<file path="src/shared/tsb_pkg.sv">
package tsb_pkg;
  // Clock and phase timing
  localparam int CLK_PERIOD_PS = 5000;
  localparam int FL_SETUP_NS = 40;
  localparam int FL_WAIT_NS = 160;
  localparam int FL_HOLD_NS = 40;
  localparam int SR_SETUP_NS = 5;
  localparam int SR_RD_WAIT_NS = 20;
  localparam int SR_WR_WAIT_NS = 10;
  localparam int SR_HOLD_NS = 10;
  localparam int CNT_W = 6;

  function automatic logic [CNT_W-1:0] ns_to_cyc(input int ns);
    int c;
    c = (ns * 1000 + CLK_PERIOD_PS - 1) / CLK_PERIOD_PS;
    if (c < 1) begin
      c = 1;
    end
    return c[CNT_W-1:0];
  endfunction : ns_to_cyc

  localparam logic [CNT_W-1:0] FL_SETUP_CYC = ns_to_cyc(FL_SETUP_NS);
  localparam logic [CNT_W-1:0] FL_WAIT_CYC = ns_to_cyc(FL_WAIT_NS);
  localparam logic [CNT_W-1:0] FL_HOLD_CYC = ns_to_cyc(FL_HOLD_NS);
  localparam logic [CNT_W-1:0] SR_SETUP_CYC = ns_to_cyc(SR_SETUP_NS);
  localparam logic [CNT_W-1:0] SR_RD_WAIT_CYC = ns_to_cyc(SR_RD_WAIT_NS);
  localparam logic [CNT_W-1:0] SR_WR_WAIT_CYC = ns_to_cyc(SR_WR_WAIT_NS);
  localparam logic [CNT_W-1:0] SR_HOLD_CYC = ns_to_cyc(SR_HOLD_NS);
  localparam logic [CNT_W-1:0] IDLE_CYC = 6'h01;

  // Bus geometry
  localparam int ADDR_W = 23;
  localparam int DATA_W = 32;
  localparam int BE_W = 4;
  localparam int FL_ADDR_W = 23;
  localparam int FL_DATA_W = 8;
  localparam int SR_ADDR_W = 18;
  localparam int SR_ADDR_LSB = 2;

  typedef enum logic {
    DEV_FLASH = 1'b0,
    DEV_SRAM = 1'b1
  } tsb_dev_type;

  typedef enum logic [1:0] {
    ST_IDLE = 2'b00,
    ST_SETUP = 2'b01,
    ST_WAIT = 2'b10,
    ST_HOLD = 2'b11
  } tsb_state_type;

  typedef struct packed {
    logic write;
    tsb_dev_type dev;
    logic [ADDR_W-1:0] addr;
    logic [DATA_W-1:0] wdata;
    logic [BE_W-1:0] be;
  } tsb_req_type;
endpackage : tsb_pkg

</file>
<file path="src/rtl/tsb_phase_timer.sv">
`timescale 1ns/1ps
module tsb_phase_timer
  import tsb_pkg::*;
(
  input wire logic clk_i,
  input wire logic sys_rst_i,
  input wire logic load_i,
  input wire logic [CNT_W-1:0] count_i,
  output logic done_o
);
  logic [CNT_W-1:0] cnt_reg;

  // Down counter, done in last phase cycle
  always_ff @(posedge clk_i) begin
    if (sys_rst_i) begin
      cnt_reg <= IDLE_CYC;
    end else if (load_i) begin
      cnt_reg <= count_i;
    end else if (cnt_reg > IDLE_CYC) begin
      cnt_reg <= cnt_reg - IDLE_CYC;
    end
  end

  assign done_o = (cnt_reg == IDLE_CYC);

  a_timer_count: assert property (@(posedge clk_i) disable iff (sys_rst_i)
    (load_i && count_i == 6'h04) |=> !done_o [*3] ##1 done_o)
    else $error("phase timer length wrong");
endmodule : tsb_phase_timer

</file>
<file path="src/rtl/tsb_in_stage.sv">
`timescale 1ns/1ps
module tsb_in_stage
  import tsb_pkg::*;
#(
  parameter bit IN_REG = 1'b1
) (
  input wire logic clk_i,
  input wire logic sys_rst_i,
  input wire logic valid_i,
  input wire logic [DATA_W-1:0] data_i,
  output logic valid_o,
  output logic [DATA_W-1:0] data_o
);
  generate
    if (IN_REG) begin : g_reg
      logic valid_reg;
      logic [DATA_W-1:0] data_reg;
      always_ff @(posedge clk_i) begin
        if (sys_rst_i) begin
          valid_reg <= 1'b0;
          data_reg <= '0;
        end else begin
          valid_reg <= valid_i;
          data_reg <= data_i;
        end
      end
      assign valid_o = valid_reg;
      assign data_o = data_reg;
      a_input_latency: assert property (@(posedge clk_i) disable iff (sys_rst_i)
        valid_i |=> valid_o && data_o == $past(data_i))
        else $error("input stage latency not one cycle");
    end else begin : g_thru
      assign valid_o = valid_i;
      assign data_o = data_i;
    end
  endgenerate
endmodule : tsb_in_stage

</file>
<file path="src/rtl/tsb_bridge.sv">
// Contract
// - Shared address bus always carries the byte address.
// - Memory A0 sits on bus bit 0..4 for 8..128-bit widths.
// - Only as many address lines as the largest memory needs.
// - Registered option registers inputs only, one extra read cycle.
// - Each registering direction adds exactly one cycle, pin timing unchanged.
// - Outputs always registered; input registering selectable, else straight through.
// - No own address; master addresses forwarded unmodified.
// - Flash: 23 address bits, 8-bit data, eight megabytes.
// - Flash: 40 ns setup, 160 ns wait, 40 ns hold in cycles.
// - SRAM: 18 word-address bits, 32-bit data, four low byte enables.
// - SRAM: 5 ns setup, 20 ns read wait, 10 ns write wait, 10 ns hold.
// - SRAM non-pipelined, sampled at wait end, one read outstanding.
// - Address, data, enables, read strobe shared; select, write per device.
// - Flash takes bus bits 0-22; SRAM A0-A17 take bits 2-19.
`timescale 1ns/1ps
module tsb_bridge
  import tsb_pkg::*;
#(
  parameter bit IN_REG = 1'b1
) (
  input wire logic clk_i,
  input wire logic sys_rst_i,
  input wire tsb_req_type req_i,
  input wire logic req_valid_i,
  output logic req_ready_o,
  output logic rsp_valid_o,
  output logic [DATA_W-1:0] rsp_rdata_o,
  output logic [ADDR_W-1:0] mem_addr_o,
  output logic [BE_W-1:0] mem_be_low_o,
  output logic bus_rd_strobe_low_o,
  output logic sram_rd_strobe_low_o,
  output logic sram_select_low_o,
  output logic flash_select_low_o,
  output logic sram_wr_strobe_low_o,
  output logic flash_wr_strobe_low_o,
  output logic [DATA_W-1:0] mem_data_o,
  output logic mem_data_oe_low_o,
  input wire logic [DATA_W-1:0] mem_data_i
);
  tsb_state_type state_reg;
  tsb_state_type state_next;
  tsb_req_type req_reg;
  logic pend_reg;
  logic pend_next;
  logic ready_reg;
  logic accept;
  logic timer_load;
  logic timer_done;
  logic [CNT_W-1:0] phase_cyc;
  logic cap_valid_reg;
  logic [DATA_W-1:0] cap_data_reg;
  logic in_valid;
  logic [DATA_W-1:0] in_data;
  logic busy_next;
  logic sel_sram_next;
  logic sel_flash_next;
  logic rd_next;
  logic wr_next;

  assign accept = req_valid_i && ready_reg;
  assign req_ready_o = ready_reg;

  always_ff @(posedge clk_i) begin
    if (sys_rst_i) begin
      req_reg <= '0;
    end else if (accept) begin
      req_reg <= req_i;
    end
  end

  always_comb begin
    pend_next = pend_reg;
    if (accept) begin
      pend_next = 1'b1;
    end else if (state_next == ST_SETUP) begin
      pend_next = 1'b0;
    end
  end

  always_ff @(posedge clk_i) begin
    if (sys_rst_i) begin
      pend_reg <= 1'b0;
      ready_reg <= 1'b0;
    end else begin
      pend_reg <= pend_next;
      ready_reg <= (state_next == ST_IDLE) && !pend_next;
    end
  end

  always_comb begin
    state_next = state_reg;
    unique case (state_reg)
      ST_IDLE: begin
        if (pend_reg) begin
          state_next = ST_SETUP;
        end
      end
      ST_SETUP: begin
        if (timer_done) begin
          state_next = ST_WAIT;
        end
      end
      ST_WAIT: begin
        if (timer_done) begin
          state_next = ST_HOLD;
        end
      end
      ST_HOLD: begin
        if (timer_done) begin
          state_next = ST_IDLE;
        end
      end
    endcase
  end

  always_ff @(posedge clk_i) begin
    if (sys_rst_i) begin
      state_reg <= ST_IDLE;
    end else begin
      state_reg <= state_next;
    end
  end

  always_comb begin
    phase_cyc = IDLE_CYC;
    unique case (state_next)
      ST_IDLE: phase_cyc = IDLE_CYC;
      ST_SETUP: phase_cyc = (req_reg.dev == DEV_SRAM) ? SR_SETUP_CYC : FL_SETUP_CYC;
      ST_WAIT: begin
        if (req_reg.dev == DEV_FLASH) begin
          phase_cyc = FL_WAIT_CYC;
        end else begin
          phase_cyc = req_reg.write ? SR_WR_WAIT_CYC : SR_RD_WAIT_CYC;
        end
      end
      ST_HOLD: phase_cyc = (req_reg.dev == DEV_SRAM) ? SR_HOLD_CYC : FL_HOLD_CYC;
    endcase
  end

  assign timer_load = (state_next != state_reg);

  tsb_phase_timer u_timer (
    .clk_i(clk_i),
    .sys_rst_i(sys_rst_i),
    .load_i(timer_load),
    .count_i(phase_cyc),
    .done_o(timer_done)
  );

  // Pin values follow the next state
  always_comb begin
    busy_next = (state_next != ST_IDLE);
    sel_sram_next = busy_next && (req_reg.dev == DEV_SRAM);
    sel_flash_next = busy_next && (req_reg.dev == DEV_FLASH);
    rd_next = (state_next == ST_WAIT) && !req_reg.write;
    wr_next = (state_next == ST_WAIT) && req_reg.write;
  end

  always_ff @(posedge clk_i) begin
    if (sys_rst_i) begin
      sram_select_low_o <= 1'b1;
      flash_select_low_o <= 1'b1;
      bus_rd_strobe_low_o <= 1'b1;
      sram_rd_strobe_low_o <= 1'b1;
      sram_wr_strobe_low_o <= 1'b1;
      flash_wr_strobe_low_o <= 1'b1;
    end else begin
      sram_select_low_o <= !sel_sram_next;
      flash_select_low_o <= !sel_flash_next;
      bus_rd_strobe_low_o <= !rd_next;
      sram_rd_strobe_low_o <= !(rd_next && sel_sram_next);
      sram_wr_strobe_low_o <= !(wr_next && sel_sram_next);
      flash_wr_strobe_low_o <= !(wr_next && sel_flash_next);
    end
  end

  always_ff @(posedge clk_i) begin
    if (sys_rst_i) begin
      mem_addr_o <= '0;
      mem_be_low_o <= '1;
      mem_data_o <= '0;
    end else if (state_next == ST_SETUP && state_reg == ST_IDLE) begin
      mem_addr_o <= req_reg.addr;
      mem_be_low_o <= ~req_reg.be;
      mem_data_o <= req_reg.wdata;
    end
  end

  always_ff @(posedge clk_i) begin
    if (sys_rst_i) begin
      mem_data_oe_low_o <= 1'b1;
    end else begin
      mem_data_oe_low_o <= !(busy_next && req_reg.write);
    end
  end

  always_ff @(posedge clk_i) begin
    if (sys_rst_i) begin
      cap_valid_reg <= 1'b0;
      cap_data_reg <= '0;
    end else begin
      cap_valid_reg <= (state_reg == ST_WAIT) && timer_done && !req_reg.write;
      cap_data_reg <= mem_data_i;
    end
  end

  tsb_in_stage #(
    .IN_REG(IN_REG)
  ) u_in_stage (
    .clk_i(clk_i),
    .sys_rst_i(sys_rst_i),
    .valid_i(cap_valid_reg),
    .data_i(cap_data_reg),
    .valid_o(in_valid),
    .data_o(in_data)
  );

  always_ff @(posedge clk_i) begin
    if (sys_rst_i) begin
      rsp_valid_o <= 1'b0;
      rsp_rdata_o <= '0;
    end else begin
      rsp_valid_o <= in_valid;
      rsp_rdata_o <= in_data;
    end
  end

  a_one_select: assert property (@(posedge clk_i) disable iff (sys_rst_i)
    sram_select_low_o || flash_select_low_o)
    else $error("two selects asserted");
  a_data_release: assert property (@(posedge clk_i) disable iff (sys_rst_i)
    !mem_data_oe_low_o |-> req_reg.write && state_reg != ST_IDLE)
    else $error("data bus driven outside a write");
  a_addr_forward: assert property (@(posedge clk_i) disable iff (sys_rst_i)
    (state_reg == ST_SETUP) |-> mem_addr_o == req_reg.addr)
    else $error("address not forwarded unmodified");
  a_be_forward: assert property (@(posedge clk_i) disable iff (sys_rst_i)
    (state_reg == ST_SETUP) |-> mem_be_low_o == ~req_reg.be)
    else $error("byte enables not inverted request enables");
  a_addr_hold: assert property (@(posedge clk_i) disable iff (sys_rst_i)
    !(sram_select_low_o && flash_select_low_o) |=>
      (sram_select_low_o && flash_select_low_o) || $stable(mem_addr_o))
    else $error("address changed inside a transfer");
  a_flash_setup: assert property (@(posedge clk_i) disable iff (sys_rst_i)
    $fell(flash_select_low_o) |->
      (bus_rd_strobe_low_o && flash_wr_strobe_low_o) [*8])
    else $error("flash setup too short");
  a_flash_wait: assert property (@(posedge clk_i) disable iff (sys_rst_i)
    ($fell(bus_rd_strobe_low_o) && !flash_select_low_o) |->
      ##31 !bus_rd_strobe_low_o ##1 bus_rd_strobe_low_o)
    else $error("flash wait not 160 ns");
  a_sram_read: assert property (@(posedge clk_i) disable iff (sys_rst_i)
    ($fell(sram_select_low_o) && !req_reg.write) |->
      sram_rd_strobe_low_o ##1 !sram_rd_strobe_low_o [*4]
      ##1 sram_rd_strobe_low_o [*2] ##1 sram_select_low_o)
    else $error("sram read phases wrong");
  a_sram_write: assert property (@(posedge clk_i) disable iff (sys_rst_i)
    $fell(sram_wr_strobe_low_o) |->
      !sram_wr_strobe_low_o ##1 !sram_wr_strobe_low_o ##1 sram_wr_strobe_low_o)
    else $error("sram write wait not 10 ns");
  a_rd_share: assert property (@(posedge clk_i) disable iff (sys_rst_i)
    !sram_rd_strobe_low_o |-> !bus_rd_strobe_low_o && !sram_select_low_o)
    else $error("sram read strobe without shared strobe");
  a_wr_own: assert property (@(posedge clk_i) disable iff (sys_rst_i)
    !flash_wr_strobe_low_o |-> !flash_select_low_o && sram_wr_strobe_low_o)
    else $error("flash write strobe on wrong device");
  a_busy_ready: assert property (@(posedge clk_i) disable iff (sys_rst_i)
    (state_reg != ST_IDLE || pend_reg) |-> !req_ready_o)
    else $error("second request accepted while busy");
  a_read_sample: assert property (@(posedge clk_i) disable iff (sys_rst_i)
    $rose(bus_rd_strobe_low_o) |-> cap_valid_reg && cap_data_reg == $past(mem_data_i))
    else $error("read data not sampled at wait end");
  a_rsp_pulse: assert property (@(posedge clk_i) disable iff (sys_rst_i)
    rsp_valid_o |=> !rsp_valid_o)
    else $error("response valid longer than one cycle");

  c_sram_read: cover property (@(posedge clk_i) disable iff (sys_rst_i)
    rsp_valid_o && req_reg.dev == DEV_SRAM);
  c_flash_read: cover property (@(posedge clk_i) disable iff (sys_rst_i)
    rsp_valid_o && req_reg.dev == DEV_FLASH);
  c_sram_write: cover property (@(posedge clk_i) disable iff (sys_rst_i)
    $rose(sram_wr_strobe_low_o));
  c_flash_write: cover property (@(posedge clk_i) disable iff (sys_rst_i)
    $rose(flash_wr_strobe_low_o));
  c_req_waits: cover property (@(posedge clk_i) disable iff (sys_rst_i)
    req_valid_i && !req_ready_o);
endmodule : tsb_bridge

</file>
<file path="config.mk">
export PLATFORM = sky130hd
export DESIGN_NAME = tsb_bridge
export DESIGN_NICKNAME = d
export VERILOG_FILES = /design/src/shared/tsb_pkg.sv /design/src/rtl/tsb_phase_timer.sv /design/src/rtl/tsb_in_stage.sv /design/src/rtl/tsb_bridge.sv
export SDC_FILE = /design/constraint.sdc
export NUM_CORES = 1
export LEC_CHECK = 0
export BUFFER_PORTS_ARGS = -buffer_cell sky130_fd_sc_hd__buf_2
export CORE_MARGIN = 2
export CORE_UTILIZATION = 52
export DETAILED_ROUTE_END_ITERATION = 16
export PLACE_DENSITY = 0.75
export SLEW_MARGIN = 10
export SYNTH_ARGS = -nofsm -noshare
export SYNTH_HDL_FRONTEND = slang
export SYNTH_SLANG_ARGS = --single-unit
</file>
<file path="constraint.sdc">
create_clock -name clk_i -period 1.76 [get_ports clk_i]
set_input_delay 0.176 -clock clk_i [delete_from_list [all_inputs] [get_ports clk_i]]
set_output_delay 0.176 -clock clk_i [all_outputs]
set_load 0.02 [all_outputs]
</file>
* Word level (Yosys, flattened, before mapping)
Index checks and enable logic that the tools add are counted.
Storage, ports and cells: bits in registers 236, bits in latches 0, memory bits (writable) 0, input bits 96, memories kept 0, ROM bits 0
Cells by class: shift operators 0, reductions and logical operators 26, magnitude comparators 1, div/mod/pow operators 0, multipliers 0, bitwise logic cells 2, equality and inequality tests 8, $add $sub $neg 1, muxes and demuxes 14
Operators with widths (number):
- 6-bit case mux with 4 select lines | 1
- 6-bit 2-to-1 mux | 3
- 1-bit logical AND | 13
- 1-bit zero test | 9
- 2-bit == test (second input constant) | 4
- 2-bit 2-to-1 mux | 4
- 4-bit 2-to-1 mux | 2
- 2-bit case mux with 4 select lines | 1
- 6-bit by 1-bit == test with 1-bit output (second input constant) | 1
- 6-bit by 1-bit greater-than comparator with 1-bit output (second input constant) | 1
- 6-bit by 1-bit subtractor with 6-bit output (second input constant) | 1
- 2-bit by 1-bit == test with 1-bit output (second input constant) | 2
- 2-bit zero test | 2
- 4-bit NOT | 1
- 2-bit nonzero test | 2
- 3-bit 2-to-1 mux | 1
- 1-bit 2-to-1 mux | 2
- 2-bit != test | 1
- 1-bit NOT | 1

* Logic depth before layout (Yosys ltp)
Gate-level depths: netlist (run 1).
depth after elaboration 8, gate-level depth with buffers 7, mapped depth without buffers 6

* Hierarchy
A second synthesis (run 1) with hierarchy kept.
Second synthesis, totals: cells, all modules 826, area, all modules 7584.8 um^2
By module, submodules not included:
- tsb_bridge | area each 6321.1 um^2, instances 1, cells each 712, seq. area each 3943.8 um^2
- tsb_in_stage | area each 889.6 um^2, instances 1, cells each 69, seq. area each 660.6 um^2
- tsb_phase_timer | area each 374.1 um^2, instances 1, cells each 45, seq. area each 120.1 um^2

* Least setup slack after synthesis (run 1)
OpenSTA, ideal clock, no wires.
kind reg-to-reg, from reg u_timer.cnt_reg[1], to reg flash_wr_strobe_low_o, slack 192 ps, clock period less this slack 1568 ps, cell stages (with the launch flop) 7, data arrival time 1432 ps, path buffers 1, cell sequence dfxtp_1 inv_1 ha_1 and3_1 buf_4 a211oi_1 nand4b_1
Between the ends: longest elaborated chain between the ends 7, elaborated cells on any way between the ends 11
Ends and longest elaborated chain:
- start: declaration | RTL line tsb_phase_timer.sv:11 | logic [CNT_W-1:0] cnt_reg;
- start signal: assignment | RTL line tsb_phase_timer.sv:18 | cnt_reg <= count_i;
- start signal: assignment | RTL line tsb_phase_timer.sv:20 | cnt_reg <= cnt_reg - IDLE_CYC;
- 6-bit by 1-bit == test with 1-bit output (*) | RTL line tsb_phase_timer.sv:24 | assign done_o = (cnt_reg == IDLE_CYC);
- 2-bit 2-to-1 mux, on equally long branches | RTL line tsb_bridge.sv:110, tsb_bridge.sv:100, tsb_bridge.sv:105
- 2-bit case mux with 4 select lines (*) | RTL line tsb_bridge.sv:93 | unique case (state_reg)
- 2-bit == test / 2-bit nonzero test (equally long branches) | RTL line tsb_bridge.sv:157, tsb_bridge.sv:153
- 1-bit logical AND, on equally long branches | RTL line tsb_bridge.sv:157, tsb_bridge.sv:155
- 1-bit logical AND (*) | RTL line tsb_bridge.sv:174 | flash_wr_strobe_low_o <= !(wr_next && sel_flash_next);
- 1-bit zero test (*) | RTL line tsb_bridge.sv:174
- end signal: assignment | RTL line tsb_bridge.sv:174
- end: declaration | RTL line tsb_bridge.sv:36 | output logic flash_wr_strobe_low_o,
Mark *: on every way between the ends. The rest lies on a longest branch, timed or not. A chain may end at the register's enable or synchronous reset.

* Final worst setup path (run 1)
from reg u_timer.cnt_reg[0], to reg u_timer.cnt_reg[0]
Between the ends: longest elaborated chain between the ends 6, elaborated cells on any way between the ends 16
Ends and longest elaborated chain:
- 6-bit by 1-bit == test with 1-bit output | RTL line tsb_phase_timer.sv:24
- 2-bit 2-to-1 mux, on equally long branches | RTL line tsb_bridge.sv:110, tsb_bridge.sv:100, tsb_bridge.sv:105
- 2-bit case mux with 4 select lines | RTL line tsb_bridge.sv:93
- 2-bit == test (tied with other cells) | RTL line tsb_bridge.sv:127 | unique case (state_next)
- 6-bit case mux with 4 select lines | RTL line tsb_bridge.sv:127
- 6-bit 2-to-1 mux | RTL line tsb_phase_timer.sv:17 | end else if (load_i) begin
Parallel ways exist; a longest one is shown, timed or not. The select of a mux whose other input is x is not followed.

==> results of run 1 <==
==> layer usage <==
layer  vias up  global-route usage (%)
met3        48                    5.93
met1      2813                    27.8
li1       3159                       -
met2       238                    35.7
met4         0                    8.99
met5         -                       0
==> cells by family after synthesis <==
| logic type | count (synthesis) |
|---|---|
| adders and majority gates | 2 |
| muxes | 1 |
| DFF | 236 |
| buffers and inverters | 58 |
| xor gates and xnor gates | 4 |
| and+or+nand+nor | 374 |
| AOI/OAI and AO/OA | 141 |
==> power groups by stage <==
stage | Sequential [mW] | Combinational (mW) | Clock [mW]
3_3_place_gp | 6.01 | 1.83 | 0
4_1_cts | 5.91 | 2.02 | 5.22
6_report | 5.92 | 2.05 | 5.11
3_5_place_dp | 6.03 | 1.85 | 0
2_1_floorplan | 6.05 | 1.26 | 0
5_1_grt | 5.95 | 2.27 | 5.46
==> cells in the final DEF, fill, tap and decap left out, types with 2 or more instances in the layout <==
cell and n:
nand2_1 239, dfxtp_1 236, buf_2 194, a21oi_1 120, nor2b_1 98, dlygate4sd3_1 93
clkbuf_16 25, nor2_1 13, buf_4 8, buf_12 7, clkbuf_8 6, a211o_1 4
inv_1 3, nand3_1 3, xor2_1 3, clkinv_2 3, clkbuf_1 3, nand2_2 2
o21ai_0 2, nand4b_1 2, nor3_1 2, a31oi_1 2, a211oi_1 2, ha_1 2
bufinv_16 2
==> critical path, stage by stage, from the launching register on <==
cell       delay [ns]
dfxtp_1          0.39
inv_1            0.11
ha_1             0.25
o21ai_1          0.29
nor2_2           0.09
or2_4            0.25
a2bb2oi_1        0.14
==> area by class of cell <==
type                            instances  area share, %
Sequential cell                       236           45.0
Antenna cell                            1         0.0239
Clock inverter                          7          0.895
Clock buffer                           34           6.86
Timing Repair Buffer                  303           20.2
Multi-Input combinational cell        522           24.7
Inverter                                3          0.107
Tap cell                              184           2.20
==> per-stage QoR <==
stage                     worst slack, ns  utilization, %  std cells  hold slack, ns
after floorplan                     0.192               -        816           0.304
after global placement              0.114            60.8       1155           0.383
after detailed placement           0.0674            60.8       1155           0.389
after CTS                          0.0534            72.9       1289          0.0899
after global routing              0.00260            73.0       1290           0.112
final                               0.138            73.0       1290           0.104
==> path summary, 6_finish.rpt <==
check / slack (ns) / to / from
worst min register to register: 0.43 / u_in_stage.data_o[25]$_SDFF_PP0_ / cap_data_reg[25]$_SDFF_PP0_
worst max register to register: 0.14 / u_timer.cnt_reg[0]$_SDFFE_PP1P_ / u_timer.cnt_reg[0]$_SDFFE_PP1P_
worst min-delay path: 0.10 / u_in_stage.data_o[1]$_SDFF_PP0_ / sys_rst_i
worst max-delay path: 0.14 / u_timer.cnt_reg[0]$_SDFFE_PP1P_ / u_timer.cnt_reg[0]$_SDFFE_PP1P_
==> repair_timing <==
item,4_1_cts,5_1_grt
hold buffers,93,0
endpoints found under the setup margin,0,4
gates resized for setup,0,3
hold endpoints to repair,93,0
==> results.json, run 1 <==
{
  "run_status": "finished, final reports clean",
  "largest_reg_flops": 61,
  "top_layer": "met4",
  "hold_viol_final": 0,
  "grt-ovfl-total": 0,
  "seq_area_frac_synth_pct": 62.6,
  "ys_types": 48,
  "first_global_vias": 5996,
  "setup_viol": 0,
  "drv_slew": 0,
  "port-buffer-count": 195,
  "synthXorXnorAreaFrac_pct": 0.464,
  "synth_fa_ha_area_share_pct": 0.332,
  "async_flop_share_pct": 0,
  "yosysWarnings": 0,
  "rsz0062_at_grt": "no",
  "setup_tns_ns": 0,
  "yosys.area_share.simple_pct": 23.0,
  "die_area_um2": 15500,
  "crit_type": "reg -> reg",
  "synth_edf_count": 0,
  "multi_input_area_um2": 2590,
  "worstMarginPinSlew_ns": 0.492,
  "grt_max_degree": 63,
  "p_total_mw": 13.1,
  "netSwitchingFraction_pct": 25.7,
  "cts_buffer_depth": 3,
  "final_area_um2": 10500,
  "die_w_um": 124,
  "synthFlopType": "dfxtp_1",
  "via_per_inst": 4.85,
  "crit_fanout": 5,
  "layout-drive-gt1-share_pct": 24.0,
  "pin_count": 196,
  "met1_length_um": 7550,
  "synthesis.nets": 914,
  "avgSynthCellArea_um2": 9.25,
  "synth_commonest_cells": "nand2_1, dfxtp_1, a21oi_1",
  "nFillCells": 987,
  "cts_tree": "built",
  "period_share_pct": 92.2,
  "layout_min_cycle_time_ns": 1.62,
  "worstPathRequired_ns": 2.15,
  "num_rows": 44,
  "sequentialPowerShare_pct": 45.2,
  "power.leakage_nw": 4.42,
  "clkPwrFrac_pct": 39.1,
  "drtAntennaViolNets": 0,
  "routed_wl_um": 17600,
  "synth-compound-area-share_pct": 10.1,
  "ys_ff_latch": 236,
  "cap_viol_max_count": 0,
  "synth_cells": 816,
  "cts-root-buf": "clkbuf_16",
  "start_kind": "flip-flop",
  "relSlewSlack_pct": 67.2,
  "synth_area_um2": 7550,
  "wl_met3_um": 1270,
  "ff_latch_area_um2": 4720,
  "post_drt_wl_per_cell_um": 13.6,
  "clkLatencyLatePin_ns": 0.50,
  "power.density_nw_per_um2": 1250,
  "comb_power_share_pct": 15.7,
  "syn2layout_area_growth_pct": 38.9,
  "synth_top_family_by_area": "simple AND/OR/NAND/NOR gates",
  "synth_top_area_share_pct": 62.6,
  "wl_met2_um": 8140,
  "p_switching_mw": 3.36,
  "max_freq_mhz": 617,
  "reg2reg_depth": 6,
  "ir_worst_vdd_uv": 758,
  "synth_area_leaders": "dfxtp_1, nand2_1, nor2b_1",
  "dpl.hpwl_um": 9730,
  "grt_antenna_before_repair": 1,
  "die_h_um": 124,
  "cts_sinks": 236,
  "hold_path_depth": 2,
  "cts_setup_buffers": 0,
  "cp-end-kind": "flip-flop",
  "cell_internal_pwr_mw": 9.73,
  "gp_congestion": 0.882,
  "synth_mux_area_share_pct": 0.133,
  "path_clk_slew_ns": 0.06,
  "cp.arrival_ns": 2.01,
  "postPlaceCellArea_um2": 8730,
  "coreArea_um2": 14400,
  "synth_top_area_cell": "dfxtp_1",
  "cts_buffers": 24,
  "drt_iter0_markers": 352,
  "yosys.cell_count.top_type": "nand2_1",
  "start_util_pct": 52.5,
  "htree_levels": 1,
  "finalClockSkew_ns": 0.0122,
  "drc": 0,
  "fin_nets": 1188,
  "hold_class": "in -> reg",
  "firstDrtPassIters": 5,
  "vias": 6258,
  "grt_first_pass_wirelength_um": 28700,
  "grt.total_usage_pct": 22.0
}
Power figures use the tool's default switching activity.
==> run 2, diff against run 1 <==
--- a/config.mk
+++ b/config.mk
@@ -5,7 +5,7 @@
 export SDC_FILE = /design/constraint.sdc
 export NUM_CORES = 1
 export LEC_CHECK = 0
-export BUFFER_PORTS_ARGS = -buffer_cell sky130_fd_sc_hd__buf_2
+export BUFFER_PORTS_ARGS = -buffer_cell sky130_fd_sc_hd__buf_4
 export CORE_MARGIN = 2
 export CORE_UTILIZATION = 52
 export DETAILED_ROUTE_END_ITERATION = 16
==> results.json, run 2 (same netlist as run 1, synthesis figures left out) <==
{
  "layout-drive-gt1-share_pct": 23.8,
  "die_w_um": 124,
  "via_per_inst": 4.89,
  "hold_viol_final": 0,
  "dpl.hpwl_um": 10000,
  "drc": 0,
  "cts-root-buf": "clkbuf_16",
  "cap_viol_max_count": 0,
  "routed_wl_um": 18200,
  "power.density_nw_per_um2": 1210,
  "setup_viol": 0,
  "final_cell_mix": "nand2_1, dfxtp_1, buf_4, a21oi_1, nor2b_1",
  "reg2reg_depth": 4,
  "post_drt_wl_per_cell_um": 14.2,
  "period_share_pct": 95.2,
  "cts_sinks": 236,
  "num_rows": 44,
  "cp-end-kind": "flip-flop",
  "vias": 6291,
  "gr-usage-met2_pct": 39.9,
  "first_global_vias": 6217,
  "cp_top_family": "simple AND/OR/NAND/NOR gates",
  "hold_path_depth": 4,
  "p_total_mw": 13.2,
  "cp.depth": 4,
  "syn2layout_area_growth_pct": 44.6,
  "r2r-start": "u_timer.cnt_reg[2]$_SDFFE_PP0P_",
  "port-buffer-count": 195,
  "cts_setup_buffers": 0,
  "path_clk_slew_ns": 0.06,
  "setup_tns_ns": 0,
  "cp_slowest_stage_delay_ns": 0.49,
  "cts_buffers": 23,
  "antenna_cells": 0,
  "cp_num_buf_inv": 0,
  "grt_first_pass_wirelength_um": 30100,
  "start_kind": "flip-flop",
  "critical_path.cell_chain": "nor4_4, nand3_2, or4b_1, a21oi_1",
  "largest_reg_flops": 61,
  "rsz0062_at_grt": "no",
  "top_usage_layer": "met2",
  "grt-ovfl-total": 0,
  "coreArea_um2": 14400,
  "layout_min_cycle_time_ns": 1.68,
  "drt_iter0_markers": 392,
  "fin_nets": 1185,
  "grt.total_usage_pct": 23.2,
  "min_to": "req_reg[3]$_SDFFE_PP0P_",
  "crit_fanout": 6,
  "worstPathRequired_ns": 2.18,
  "start_util_pct": 52.5,
  "cts_buffer_depth": 3,
  "worstMarginPinSlew_ns": 0.624,
  "relSlewSlack_pct": 58.4,
  "run_status": "finished, final reports clean",
  "power.leakage_nw": 4.48,
  "crit_type": "reg -> reg",
  "grt_use_met3_pct": 5.67,
  "ff2ff_setup_slack_ns": 0.08,
  "htree_levels": 1,
  "gp_congestion": 0.862,
  "die_h_um": 124,
  "r2r-end": "u_timer.cnt_reg[2]$_SDFFE_PP0P_",
  "slowest_stage": "or4b_1",
  "min_from": "req_valid_i",
  "grt_antenna_before_repair": 0,
  "drtAntennaViolNets": 0,
  "hold_class": "in -> reg",
  "cts_tree": "built",
  "firstDrtPassIters": 5,
  "die_area_um2": 15500,
  "finalClockSkew_ns": 0.0108,
  "cp.arrival_ns": 2.10,
  "grtUsageMet1_pct": 28.4,
  "clkLatencyLatePin_ns": 0.49,
  "pin_count": 196,
  "nFillCells": 988,
  "grt_max_degree": 84,
  "ir_worst_vdd_uv": 785,
  "drv_slew": 0,
  "layout_commonest_cell": "nand2_1",
  "max_freq_mhz": 597
}
==> run 2: where the power goes <==
part           leakage, nW  switching (mW)  internal, mW
combinational         2.17            1.17         0.968
sequential            1.93           0.230          5.69
clock                0.388            1.95          3.16
total                 4.48            3.35          9.82
==> run 2: what timing repair did <==
action	4_1_cts	5_1_grt
hold endpoints to repair	93	0
hold buffers	93	0
resized for setup	0	2
endpoints found under the setup margin	0	5
==> run 2: worst max-delay path by stage <==
| stage | from | end | slack (ns) |
|---|---|---|---|
| final | u_timer.cnt_reg[2]$_SDFFE_PP0P_ | u_timer.cnt_reg[2]$_SDFFE_PP0P_ | 0.08 |
| after detailed placement | u_timer.cnt_reg[2]$_SDFFE_PP0P_ | req_ready_o$_SDFF_PP0_ | 0.05 |
| after global routing | u_timer.cnt_reg[2]$_SDFFE_PP0P_ | u_timer.cnt_reg[2]$_SDFFE_PP0P_ | 0.02 |
| after global placement | u_timer.cnt_reg[1]$_SDFFE_PP0P_ | flash_wr_strobe_low_o$_SDFF_PP1_ | 0.10 |
| after CTS | u_timer.cnt_reg[2]$_SDFFE_PP0P_ | req_ready_o$_SDFF_PP0_ | 0.03 |
| after floorplan | u_timer.cnt_reg[1]$_SDFFE_PP0P_ | flash_wr_strobe_low_o$_SDFF_PP1_ | 0.19 |
==> run 2: per-layer routing <==
layer,wire [um],part of all wire [%]
met1,7570,42
met2,8900,49
met3,1240,6.8
met4,516,2.8
met5,0,0
==> run 2: metrics by stage <==
stage / cell area [um2] / worst slack [ns] / util (%) / hold slack, ns / cells
finish: 10900 / 0.0849 / 76.0 / 0.150 / 1287
global route: 10900 / 0.0171 / 76.0 / 0.156 / 1287
CTS: 10900 / 0.0333 / 75.9 / 0.134 / 1287
detailed placement: 9180 / 0.0501 / 63.9 / 0.392 / 1153
global placement: 9180 / 0.102 / 63.9 / 0.386 / 1153
floorplan: 7550 / 0.192 / - / 0.304 / 816
==> run 2: final cells by class <==
| type | instances | area (um2) | area share (%) |
|---|---|---|---|
| Sequential cell | 236 | 4720 | 43.3 |
| Tap cell | 184 | 230 | 2.11 |
| Clock inverter | 11 | 163 | 1.49 |
| Timing Repair Buffer | 301 | 2560 | 23.4 |
| Multi-Input combinational cell | 522 | 2590 | 23.7 |
| Inverter | 3 | 11.3 | 0.103 |
| Clock buffer | 30 | 642 | 5.88 |
==> run 2: tightest hold or removal path: cells and delay by family <==
family          cells  cell delay, ns
compound gates      1            0.05
buf+inv             1            0.09
simple gates        2            0.28
